<file path="src/design/laser_enable_map.svh">
// constants for the laser enable sequencer: timing counts and counter width
// assumes a 10 MHz system clock; includers use the names, never the figures
// Operation
// - keyswitch build: stay disabled after power-up or interlock fault until key off then on
// - over-temperature fault latches in both builds; only a power cycle clears it
// - remote reset acts as the key toggle only while the key is on
// - keyswitch build: reset release powers driver and starts five-second arming timer
// - driver held off while remote reset request is asserted
// - ready output driven closed when lasing possible, released otherwise
// - driver power removed whenever shutter-open is inactive, or ready is inactive outside keyswitch arming
// - OEM build: ready and driver power at power-up if shutter and interlock active
// - OEM build: interlock faults unlatched, ready returns at once
// - OEM build: remote reset is only an inhibit, release restores at once
// - interlock removal drops driver power, shows fault, drops ready
`ifndef LASER_ENABLE_MAP_SVH
`define LASER_ENABLE_MAP_SVH
`define ARM_TIME_MS 5000
`define CLK_PERIOD_NS 100
// ms times cycles-per-ms keeps the product inside 32 bits
`define ARM_CYCLES (`ARM_TIME_MS * (1000000 / `CLK_PERIOD_NS))
`define ARM_CNT_W 26
`endif

</file>
<file path="src/design/laser_enable_pkg.sv">
// types for the laser enable sequencer
// assumes the map header supplies all figures
package laser_enable_pkg;
	typedef enum logic [1:0] {
		ST_IDLE = 2'b00,
		ST_KEYOFF = 2'b01,
		ST_ARMING = 2'b11,
		ST_READY = 2'b10
	} seq_state_t;
	typedef struct packed {
		logic key_on;
		logic remote_reset;
		logic shutter_request;
		logic interlock_ok;
		logic over_temp;
	} seq_inputs_t;
	typedef struct packed {
		logic ready_indicator;
		logic shutter_open_indicator;
		logic interlock_fault_indicator;
		logic rf_power_enable;
	} seq_status_t;
endpackage

</file>
<file path="src/design/laser_enable_sequencer.sv">
// laser enable sequencer: gates rf driver power from key, remote reset, shutter, interlock
// assumes inputs already synchronous to clk_sys and power-up drives reset_n low
`timescale 1ns/1ns
`include "laser_enable_map.svh"
module laser_enable_sequencer (
	input wire logic clk_sys,
	input wire logic reset_n,
	input wire logic variant_oem,
	input wire laser_enable_pkg::seq_inputs_t in_sig,
	output laser_enable_pkg::seq_status_t status,
	output logic ready_out,
	output logic ready_oe
);
	import laser_enable_pkg::*;

	localparam logic [`ARM_CNT_W-1:0] ARM_LAST = `ARM_CNT_W'(`ARM_CYCLES - 1);

	// ****************************************
	// state
	// ****************************************
	seq_state_t state, next_state;
	logic [`ARM_CNT_W-1:0] arm_cnt, next_arm_cnt;
	logic temp_fault, next_temp_fault;
	logic oem, next_oem;
	logic cfg_taken, next_cfg_taken;
	logic ready, next_ready;
	logic rf_on, next_rf_on;
	logic key_seen_off, next_key_seen_off;
	logic qual;

	// qualifiers that must all hold for power to reach the driver
	assign qual = in_sig.interlock_ok & in_sig.shutter_request & ~temp_fault;

	always_comb begin
		next_state = state;
		next_arm_cnt = arm_cnt;
		next_temp_fault = temp_fault | in_sig.over_temp;
		next_oem = oem;
		next_cfg_taken = 1'b1;
		next_key_seen_off = key_seen_off;
		// sampled once after release so a strap glitch later cannot change behaviour
		if (!cfg_taken) begin
			next_oem = variant_oem;
		end
		if (oem) begin
			next_state = ST_IDLE;
			next_arm_cnt = '0;
			next_ready = qual & ~in_sig.remote_reset;
		end else begin
			next_ready = 1'b0;
			case (state)
				ST_IDLE: begin
					// disabled until a key off/on or a remote reset pulse with key on
					if (!in_sig.key_on) begin
						next_key_seen_off = 1'b1;
					end
					if (in_sig.key_on && key_seen_off) begin
						next_key_seen_off = 1'b0;
						next_arm_cnt = '0;
						next_state = ST_ARMING;
					end else if (in_sig.key_on && in_sig.remote_reset) begin
						next_state = ST_KEYOFF;
					end
				end
				ST_KEYOFF: begin
					// holding remote reset counts as key off; release re-arms
					if (!in_sig.key_on) begin
						next_state = ST_IDLE;
						next_key_seen_off = 1'b1;
					end else if (!in_sig.remote_reset) begin
						next_arm_cnt = '0;
						next_state = ST_ARMING;
					end
				end
				ST_ARMING: begin
					if (!in_sig.key_on || !in_sig.interlock_ok || temp_fault) begin
						next_arm_cnt = '0;
						next_state = ST_IDLE;
						next_key_seen_off = ~in_sig.key_on;
					end else if (in_sig.remote_reset || !in_sig.shutter_request) begin
						next_arm_cnt = '0;
						next_state = in_sig.remote_reset ? ST_KEYOFF : ST_ARMING;
					end else if (arm_cnt == ARM_LAST) begin
						next_state = ST_READY;
						next_ready = 1'b1;
					end else begin
						next_arm_cnt = arm_cnt + 1'b1;
					end
				end
				ST_READY: begin
					next_ready = 1'b1;
					if (!in_sig.key_on || !in_sig.interlock_ok || temp_fault) begin
						next_ready = 1'b0; // latched fault needs a fresh arm
						next_state = ST_IDLE;
						next_key_seen_off = ~in_sig.key_on;
					end else if (in_sig.remote_reset) begin
						next_ready = 1'b0;
						next_state = ST_KEYOFF;
					end else if (!in_sig.shutter_request) begin
						next_ready = 1'b0;
						next_arm_cnt = '0;
						next_state = ST_ARMING; // shutter reopen waits the delay again
					end
				end
				default: begin
					next_state = ST_IDLE;
				end
			endcase
		end
		// power follows ready or arming, gated by the qualifiers and remote reset; arming powers the driver but not lasing
		next_rf_on = ((oem ? next_ready : (next_ready | next_state == ST_ARMING)) & qual) & ~in_sig.remote_reset;
	end

	always_ff @(posedge clk_sys or negedge reset_n) begin
		if (!reset_n) begin
			state <= ST_IDLE;
			arm_cnt <= '0;
			temp_fault <= 1'b0;
			oem <= 1'b0;
			cfg_taken <= 1'b0;
			ready <= 1'b0;
			rf_on <= 1'b0;
			key_seen_off <= 1'b0;
		end else begin
			state <= next_state;
			arm_cnt <= next_arm_cnt;
			temp_fault <= next_temp_fault;
			oem <= next_oem;
			cfg_taken <= next_cfg_taken;
			ready <= next_ready;
			rf_on <= next_rf_on;
			key_seen_off <= next_key_seen_off;
		end
	end

	// ****************************************
	// outputs
	// ****************************************
	assign status.ready_indicator = ready;
	assign status.shutter_open_indicator = rf_on;
	assign status.interlock_fault_indicator = ~in_sig.interlock_ok;
	assign status.rf_power_enable = rf_on;
	// open-collector: drive low when ready, release otherwise
	assign ready_out = 1'b0;
	assign ready_oe = ready;
endmodule // laser_enable_sequencer

</file>
<file path="config.mk">
export PLATFORM = sky130hd
export DESIGN_NAME = laser_enable_sequencer
export DESIGN_NICKNAME = d
export VERILOG_FILES = /design/src/design/laser_enable_pkg.sv /design/src/design/laser_enable_sequencer.sv
export VERILOG_INCLUDE_DIRS = /design/src /design/src/design
export SDC_FILE = /design/constraint.sdc
export NUM_CORES = 1
export LEC_CHECK = 0
export BUFFER_PORTS_ARGS = -buffer_cell sky130_fd_sc_hd__buf_4
export CORE_ASPECT_RATIO = 0.5
export CORE_MARGIN = 1.5
export CORE_UTILIZATION = 50
export CTS_CLUSTER_DIAMETER = 120
export DETAILED_ROUTE_END_ITERATION = 8
export GPL_ROUTABILITY_DRIVEN = 1
export PLACE_DENSITY_LB_ADDON = 0.2
export SLEW_MARGIN = 20
export SYNTH_ARGS = -nofsm -noshare
export SYNTH_HDL_FRONTEND = slang
export SYNTH_SLANG_ARGS = --single-unit
</file>
<file path="constraint.sdc">
create_clock -name clk_sys -period 4 [get_ports clk_sys]
set_input_delay 0.8 -clock clk_sys [delete_from_list [all_inputs] [get_ports clk_sys]]
set_output_delay 0.8 -clock clk_sys [all_outputs]
set_load 0.05 [all_outputs]
</file>
==> out/metrics.cfg, run 1 <==
[outcome]
status=complete, no violations

[setup_path]
path_common_cell=nand2_1
slowest_delay_ns=0.70
cpMaxStageDelayCell=nor4_4
cp-end-kind=register
startpoint_type=primary input
worst-path-buf-inv=1
cp_top_family=simple AND/OR/NAND/NOR gates
crit_required_ns=4.17
path_max_fanout=17
crit_path_cell_trace=buf_4, nor2b_1, nand2_1, nor4_4, nand2_1, o41ai_1
timing.critical_path.arrival_ns=2.51
worstSetupPathType=primary input to register

[pwr]
powerDensity_nw_per_um2=328
irDropWorstVdd_mv=0.122
p_leak_uw=0.000937

[routing]
first_pass_iters=4
drc=0
via_count=1883
routedWlPerCell_um=16.8
drt_iter0_drc=182
detail-route-antenna-nets=0
drt-total-wl_um=4890
viasPerCell=6.47

[floorplan]
io_pins=14
rows=16
core_um2=4020
start_util_pct=53.6
die-height_um=49.4
die_area_um2=4740
die_x_um=95.9

[synthesis]
synth-seq-cells=34
synth_seq_area_share_pct=39.5
synth.net_count=239
ys_types=59
netlist_instances=230
yosysWarnings=0
avgSynthCellArea_um2=9.37
synthArstFlopShare_pct=100
synthFlopType=dfrtp_1
syn-cell-area_um2=2160
synth-edff-count=0

[place]
port_buffers=12
gp_congestion=0.927
dp_hpwl_um=3410

[finish]
antennaDiodeCount=0
nets=245
fill_cells=360
area_delta_synth_final_pct=7.37
drive_above_1_share_pct=17.7

[grt]
antenna_found_initial=0
grt_pass1_vias=1799
grt_usage_pct=22.5
grt_max_degree=35
overflow=0
grt_pass1_wl_um=8290

[timing]
fin_crit_ns=2.34
fmax_mhz=427
fin_tns_setup_ns=0
fin_worst_hold_slack_ns=0.458
worst_pin_slew_ns=0.895
clock-skew-final_ns=0.00781
rsz0062_at_grt=no
period_share_pct=58.5
slew_headroom_pct=39.9
finalHoldViolCount=0
slew_violations=0
setup_viol=0

[clocking]
post_cts_buffers=0
numCtsBuffers=5
cts_tree=yes
cts_buffer_depth=2
clk_latency_ns=0.28
cts.reportedPaths.clkPinSlew_ns=0.07
cts_resized=0
root_buffer=clkbuf_8
cts_sinks=34
htree_levels=2
cts.hold.buffers_added=0

[worst_hold_path]
hold_class=primary input to asynchronous set/reset pin

[flow_run]
drv_cap=0

cells in the mapped netlist, drive strengths merged, types with 2 or more instances:
master / n / area, µm²
nand3: 10 / 50.1
o21ai: 28 / 140
o41ai: 2 / 17.5
nor3: 4 / 20.0
or4: 2 / 18.8
a2111oi: 5 / 55.1
a21oi: 7 / 35.0
inv: 5 / 18.8
and4: 5 / 45.0
xnor2: 6 / 52.6
a211oi: 2 / 15.0
nor4: 7 / 71.3
mux2: 2 / 22.5
nand4: 15 / 106
nor2: 18 / 67.6
o22a: 2 / 17.5
conb: 2 / 7.51
and2: 3 / 21.3
a31oi: 7 / 43.8
clkbuf: 2 / 17.5
nor4bb: 2 / 20.0
a41oi: 3 / 26.3
a21o: 3 / 22.5
nor2b: 3 / 18.8
dfrtp: 34 / 851
and3: 4 / 32.5
buf: 12 / 97.6
o31ai: 2 / 15.0
nand2b: 3 / 26.3
nand2: 17 / 76.3
final timing paths:
kind	start	cells past startpoint	to	slack [ns]
setup / recovery	in_sig[1]	6	arm_cnt[13]$_DFFE_PN0P_	1.66
hold / removal	reset_n	1	arm_cnt[1]$_DFFE_PN0P_	0.46
setup reg to reg	arm_cnt[0]$_DFFE_PN0P_	7	arm_cnt[0]$_DFFE_PN0P_	1.78
hold reg to reg	cfg_taken$_DFF_PN0_	1	oem$_DFFE_PN0N_	0.50
max in group asynchronous	reset_n	1	state[0]$_DFF_PN0_	3.23
min in group clk_sys	cfg_taken$_DFF_PN0_	1	oem$_DFFE_PN0N_	0.50
report_power, final:
group | internal (µW) | switching, µW | leakage, µW
logic | 28.2 | 56.4 | 0.000417
clock network | 183 | 124 | 0.0000579
registers | 353 | 15.8 | 0.000461
final cells by class:
type	instances	area [µm²]	area share [%]
Timing Repair Buffer	13	97.6	4.22
Clock inverter	3	40.0	1.73
Multi-Input combinational cell	177	1170	50.6
Tap cell	54	67.6	2.92
Inverter	5	18.8	0.811
Clock buffer	5	68.8	2.97
Sequential cell	34	851	36.8
per-layer routing:
layer	up-vias	GRT usage, %	wire length [µm]
li1	885	-	-
met1	920	31.3	2330
met2	74	34.9	2180
met3	4	6.54	351
met4	0	4.66	24
met5	-	0	0
cells by family after synthesis:
kind of cell,share of synthesized area [%]
XOR/XNOR,2.44
buffers and inverters,6.21
adder cells (fa/ha/maj),0.580
other,0.348
AND/OR/NAND/NOR,27.7
AO/OA/AOI/OAI,22.2
multiplexers,1.04
flip-flops,39.5
registers in the layout (all words and copies together) (netlist names):
register      cells
temp_fault        1
state             2
rf_on             1
cfg_taken         1
key_seen_off      1
ready_oe          1
arm_cnt          26
oem               1
placed cells by master (no fill, tap or decap), types with 6 or more instances in the layout:
cell,n
dfrtp_1,34
o21ai_0,26
nor2_1,18
nand2_1,14
nand4_1,13
buf_4,13
nand3_1,10
a21oi_1,7
a31oi_1,7
xnor2_1,6
through the flow:
step | utilization, % | instance area (µm²) | power (µW) | std cells | setup WS (ns)
global route | 57.5 | 2310 | 797 | 291 | 1.45
global placement | 54.8 | 2210 | 456 | 283 | 1.49
CTS | 57.5 | 2310 | 766 | 291 | 1.68
finish | 57.5 | 2310 | 760 | 291 | 1.66
floorplan | - | 2160 | 437 | 230 | 1.95
detailed placement | 54.8 | 2210 | 459 | 283 | 1.41
Note: power is estimated with default switching activity, not from simulation.
==> inputs of run 2 (changes only) <==
Clock period 4 ns to 1.9 ns, I/O delays scaled along.
==> run 2 against run 1 <==
Via count grew 2.0%. Combinational power increased to 2.6 times the previous value. Final cell count up 9.3%. Critical path depth unchanged. Wire length increased by 1.9%. The run now ends with negative setup slack left. First-iteration DRC count fell by 14%. Critical path type is now register to register. Clock skew decreased by 0.0041 ns. Hold slack worse by 0.43 ns.
==> out/metrics.cfg, run 2 (synthesis gave the netlist of run 1 again) <==
[routing]
drt_iter0_drc=156  ; -14%
drc=0  ; unchanged
first_pass_iters=4  ; unchanged
routedWlPerCell_um=15.7  ; -6.7%
detail-route-antenna-nets=0  ; unchanged
drt-total-wl_um=4980  ; +1.9%
viasPerCell=6.04  ; -6.6%
via_count=1921  ; +2.0%

[finish]
layout_commonest_cell=buf_4
largest_reg_flops=26  ; unchanged
drive_above_1_share_pct=28.4  ; +11 points
final_cell_mix=buf_4, dfrtp_1, o21ai_0
final_cell_area_um2=2610  ; +13%
antennaDiodeCount=0  ; unchanged
fill_cells=334  ; -7.2%
nets=272  ; +11%
area_delta_synth_final_pct=21.1
top_regs=arm_cnt x26, state x2
top_register=arm_cnt

[clocking]
cts_buffer_depth=2  ; unchanged
cts.hold.buffers_added=0  ; unchanged
root_buffer=clkbuf_8
htree_levels=2  ; unchanged
clk_latency_ns=0.29  ; about the same
cts_sinks=34  ; unchanged
numCtsBuffers=5  ; unchanged
cts.reportedPaths.clkPinSlew_ns=0.07  ; about the same
cts_tree=yes

[setup_path]
cp-end-kind=register
path_max_fanout=8  ; -9
startpoint_type=register
worstSetupPathType=register to register
crit_required_ns=2.08  ; -2.09 ns
timing.critical_path.arrival_ns=2.09  ; -0.42 ns

[timing]
finalWorstSetupSlack_ns=-0.00734  ; -1.67 ns
fmax_mhz=524
finalHoldViolCount=0  ; unchanged
fin_crit_ns=1.91
clock-skew-final_ns=0.00375  ; -0.00406 ns
setup_viol=1  ; +1
fin_tns_setup_ns=-0.00734  ; -0.00734 ns
slew_violations=0  ; unchanged
period_share_pct=100
rsz0062_at_grt=yes

[floorplan]
die_area_um2=4740  ; unchanged
rows=16  ; unchanged
die-height_um=49.4  ; unchanged
die_x_um=95.9  ; unchanged
core_um2=4020  ; unchanged
io_pins=14  ; unchanged
start_util_pct=53.6  ; unchanged

[pwr]
power.internal_uw=1390  ; +150%
swShare_pct=24.1  ; -1.7 points
p_seq_share_pct=42.2  ; -6.3 points
comb_power_share_pct=11.9  ; +0.8 points
p_switching_uw=440  ; +120%
irDropWorstVdd_mv=0.340  ; +180%
power_uw=1830  ; +140%
powerDensity_nw_per_um2=700  ; +110%
p_clk_share_pct=45.9  ; +5.5 points
p_leak_uw=0.00111  ; +18%

[outcome]
status=finished with violations
violations=negative setup slack

[grt]
overflow=0  ; unchanged
grt_pass1_vias=1832  ; +1.8%
grt_max_degree=35  ; unchanged
grt_usage_pct=23.9  ; +1.3 points
grt_pass1_wl_um=8680  ; +4.8%
antenna_found_initial=0  ; unchanged

[place]
placed_area_um2=2410  ; +9.4%
dp_hpwl_um=3560  ; +4.4%
gp_congestion=0.898  ; -3.2%
port_buffers=12  ; unchanged

[flow_run]
drv_cap=0  ; unchanged

[worst_hold_path]
hold_class=primary input to asynchronous set/reset pin

## run 2: cell count changes in the layout (fill, tap and decap cells not counted), sizes merged
cell,change
buf,+27
clkinv,-2
bufinv,+1
clkbuf,+1
## run 2: per-layer routing
metal / GRT usage (%) / share of wire [%] / vias up
met5: 0 / 0 / -
met4: 5.15 / 0.56 / 0
met3: 5.61 / 5.4 / 5
met2: 33.3 / 42 / 48
met1: 36.8 / 52 / 923
li1: - / - / 945
## run 2: critical path: stages (launching register included)
cell and delay (ns):
dfrtp_1 0.36, ha_2 0.21, and3_4 0.22, nand2_4 0.05, or4_4 0.58, o211a_1 0.23, o22a_1 0.15
## run 2: path summary, 6_finish.rpt
check / startpoint / endpoint / slack (ns) / cells past startpoint
setup / recovery: arm_cnt[1]$_DFFE_PN0P_ / arm_cnt[16]$_DFFE_PN0P_ / -0.007 / 6
hold reg to reg: cfg_taken$_DFF_PN0_ / oem$_DFFE_PN0N_ / 0.51 / 1
setup reg to reg: arm_cnt[1]$_DFFE_PN0P_ / arm_cnt[16]$_DFFE_PN0P_ / -0.007 / 6
max in group asynchronous: reset_n / arm_cnt[23]$_DFFE_PN0P_ / 1.57 / 1
min in group clk_sys: in_sig[0] / temp_fault$_DFF_PN0_ / 0.28 / 2
hold / removal: reset_n / arm_cnt[12]$_DFFE_PN0P_ / 0.03 / 1
## run 2: power groups by stage
stage | logic [µW] | clock network (µW) | registers, µW
after floorplan | 150 | 0 | 769
after global placement | 209 | 0 | 783
after detailed placement | 213 | 0 | 784
after CTS | 214 | 851 | 769
after global routing | 243 | 891 | 775
final | 218 | 840 | 771
## run 2: area by class of cell
cell class              count  area (µm²)  share of cell area [%]
inverters                   5        18.8                   0.719
well taps                  54        67.6                    2.59
repair buffers             40         313                    12.0
multi-input cells         177        1220                    46.7
flip-flops and latches     34         851                    32.6
clock inverters             2        60.1                    2.30
clock buffers               6        82.6                    3.16
## run 2: through the flow
stage	instances	utilization [%]	worst slack [ns]	hold slack, ns
CTS	316	63.5	-0.000905	0.0473
global placement	308	60.0	0.0336	0.349
finish	318	64.9	-0.00734	0.0277
floorplan	230	-	-0.0258	0.0844
detailed placement	308	60.0	0.0155	0.359
global route	318	64.9	-0.0843	0.0572
## run 2: what timing repair did
item                                    CTS  global route
pin swaps                                 0             1
buffers inserted                          0             2
gates resized for setup                   0             8
endpoints found under the setup margin    1            18
==> inputs of run 3 (changes only) <==
Settings changed: CORE_UTILIZATION 50 to 40.
==> run 3 against run 2 <==
The flow still finishes with violations (negative setup slack). Non-clock buffer count is 10 higher. Global-route usage is 3.6 points lower. Clock-buffer cell count rose by 1. First-iteration DRC count shrank 42%. Utilization is 12 points lower. Hold slack improved by 0.0057 ns. Wire length is 8.6% higher. Critical path type unchanged. Critical endpoint unchanged.
==> out/metrics.cfg, run 3 (synthesis gave the netlist of run 1 again) <==
[routing]
drt_iter0_drc=90  ; -42%
routedWlPerCell_um=15.7  ; +0.41%
drt-total-wl_um=5410  ; +8.6%
via_count=1980  ; +3.1%
drc=0  ; unchanged
detail-route-antenna-nets=0  ; unchanged
wl_met1_um=2690  ; +3.9%
first_pass_iters=4  ; unchanged
maxUsedRoutingLayer=met4
dr_wl_met2_um=2400  ; +15%
viasPerCell=5.76  ; -4.7%
dr_wl_met3_um=258  ; -4.4%

[timing]
fin_crit_ns=1.95  ; +0.0440 ns
finalHoldViolCount=0  ; unchanged
setup_viol=2  ; +1
rsz0062_at_grt=yes
fmax_mhz=512  ; -2.3%
slew_violations=0  ; unchanged
period_share_pct=103  ; +2.3 points
clock-skew-final_ns=0.00979  ; +0.00604 ns
finalWorstSetupSlack_ns=-0.0513  ; -0.0440 ns

[setup_path]
cp_top_family=simple AND/OR/NAND/NOR gates
crit_required_ns=2.07  ; about the same
path_max_fanout=8  ; unchanged
slowest_delay_ns=0.59  ; about the same
cp-end-kind=register
crit_path_cell_trace=ha_4, and3_4, nand2_4, or4_4, o211a_1, o22a_1
startpoint_type=register
worstSetupPathType=register to register
worst-path-buf-inv=0  ; unchanged
timing.critical_path.arrival_ns=2.12  ; +0.03 ns
cpMaxStageDelayCell=or4_4

[grt]
overflow=0  ; unchanged
antenna_found_initial=0  ; unchanged
grt_usage_pct=20.3  ; -3.6 points
grt_max_degree=35  ; unchanged
grt_pass1_vias=1852  ; +1.1%
grt_pass1_wl_um=8930  ; +2.9%

[finish]
final_cell_area_um2=2680  ; +2.6%
final_core_util_pct=53.1  ; -12 points
ff_latch_area_um2=851  ; unchanged
multi_input_area_um2=1240  ; +1.4%
drive_above_1_share_pct=31.4  ; +3.0 points
final_cell_mix=buf_4, dfrtp_1, o21ai_0
top_regs=arm_cnt x26, state x2
largest_reg_flops=26  ; unchanged
fill_cells=471  ; +41%
area_delta_synth_final_pct=24.3
nets=282  ; +3.7%
antennaDiodeCount=0  ; unchanged
layout_commonest_cell=buf_4
top_register=arm_cnt

[floorplan]
die_x_um=107  ; +11%
core_um2=5040  ; +25%
io_pins=14  ; unchanged
start_util_pct=42.7  ; -11 points
rows=18  ; +2
die-height_um=54.9  ; +11%
die_area_um2=5870  ; +24%

[flow_run]
drv_cap=0  ; unchanged

[clocking]
cts.reportedPaths.clkPinSlew_ns=0.07  ; about the same
clk_latency_ns=0.29  ; about the same
cts_buffer_depth=2  ; unchanged
root_buffer=clkbuf_8
cts.hold.buffers_added=0  ; unchanged
numCtsBuffers=5  ; unchanged
cts_sinks=34  ; unchanged
cts_tree=yes
htree_levels=2  ; unchanged

[worst_hold_path]
hold_class=primary input to asynchronous set/reset pin

[outcome]
violations=negative setup slack
status=finished with violations

[pwr]
irDropWorstVdd_mv=0.317  ; -6.6%
powerDensity_nw_per_um2=616  ; -12%
p_leak_uw=0.00113  ; +1.8%

[place]
gp_congestion=0.839  ; -6.6%
dp_slack_ns=-0.0413  ; -0.0568 ns
port_buffers=12  ; unchanged
dp_hpwl_um=4010  ; +13%
placed_area_um2=2490  ; +3.4%

## run 3: cell types whose count changed in the layout (fill, tap and decap cells not counted), moves of 2 or more
cell and delta:
clkbuf_1 +2, o21ai_1 -2, buf_4 +10, nor4_2 +2
## run 3: what timing repair did
action / in CTS / in global routing
pin swaps: 0 / 5
resized for setup: 0 / 11
setup buffers: 0 / 2
endpoints found under the setup margin: 2 / 22
## run 3: power by group
part           internal, µW  switching [µW]  leakage (µW)
Clock                   392             259     0.0000524
Combinational          89.1             139      0.000615
Sequential              743            26.9      0.000461
Total                  1220             425       0.00113
## run 3: worst paths after layout
kind | start | to | slack [ns] | depth (start not counted)
max | arm_cnt[1]$_DFFE_PN0P_ | arm_cnt[16]$_DFFE_PN0P_ | -0.05 | 6
min | reset_n | arm_cnt[8]$_DFFE_PN0P_ | 0.03 | 1
max reg2reg | arm_cnt[1]$_DFFE_PN0P_ | arm_cnt[16]$_DFFE_PN0P_ | -0.05 | 6
min reg2reg | cfg_taken$_DFF_PN0_ | oem$_DFFE_PN0N_ | 0.50 | 1
max in group asynchronous | reset_n | arm_cnt[16]$_DFFE_PN0P_ | 1.52 | 1
min in group clk_sys | in_sig[0] | temp_fault$_DFF_PN0_ | 0.29 | 2
## run 3: area by class of cell
| cell class | count | share of cell area (%) |
|---|---|---|
| Clock buffer | 7 | 2.85 |
| Clock inverter | 1 | 1.12 |
| Inverter | 5 | 0.701 |
| Multi-Input combinational cell | 177 | 46.1 |
| Sequential cell | 34 | 31.8 |
| Tap cell | 70 | 3.27 |
| Timing Repair Buffer | 50 | 14.2 |
## run 3: through the flow
stage / TNS (ns) / std cells / power (µW) / hold WS [ns]
finish: -0.0715 / 344 / 1650 / 0.0334
global route: -0.240 / 344 / 1740 / 0.0656
CTS: -0.0648 / 342 / 1670 / 0.0570
detailed placement: -0.0413 / 334 / 1000 / 0.374
global placement: -0.0563 / 334 / 996 / 0.362
floorplan: -0.0258 / 230 / 920 / 0.0844
## run 3: metal layers
| metal | track usage (%) | vias to the layer above |
|---|---|---|
| met3 | 5.04 | 9 |
| met4 | 7.33 | 0 |
| met1 | 26.2 | 967 |
| li1 | - | 966 |
| met5 | 0 | - |
| met2 | 34.0 | 38 |
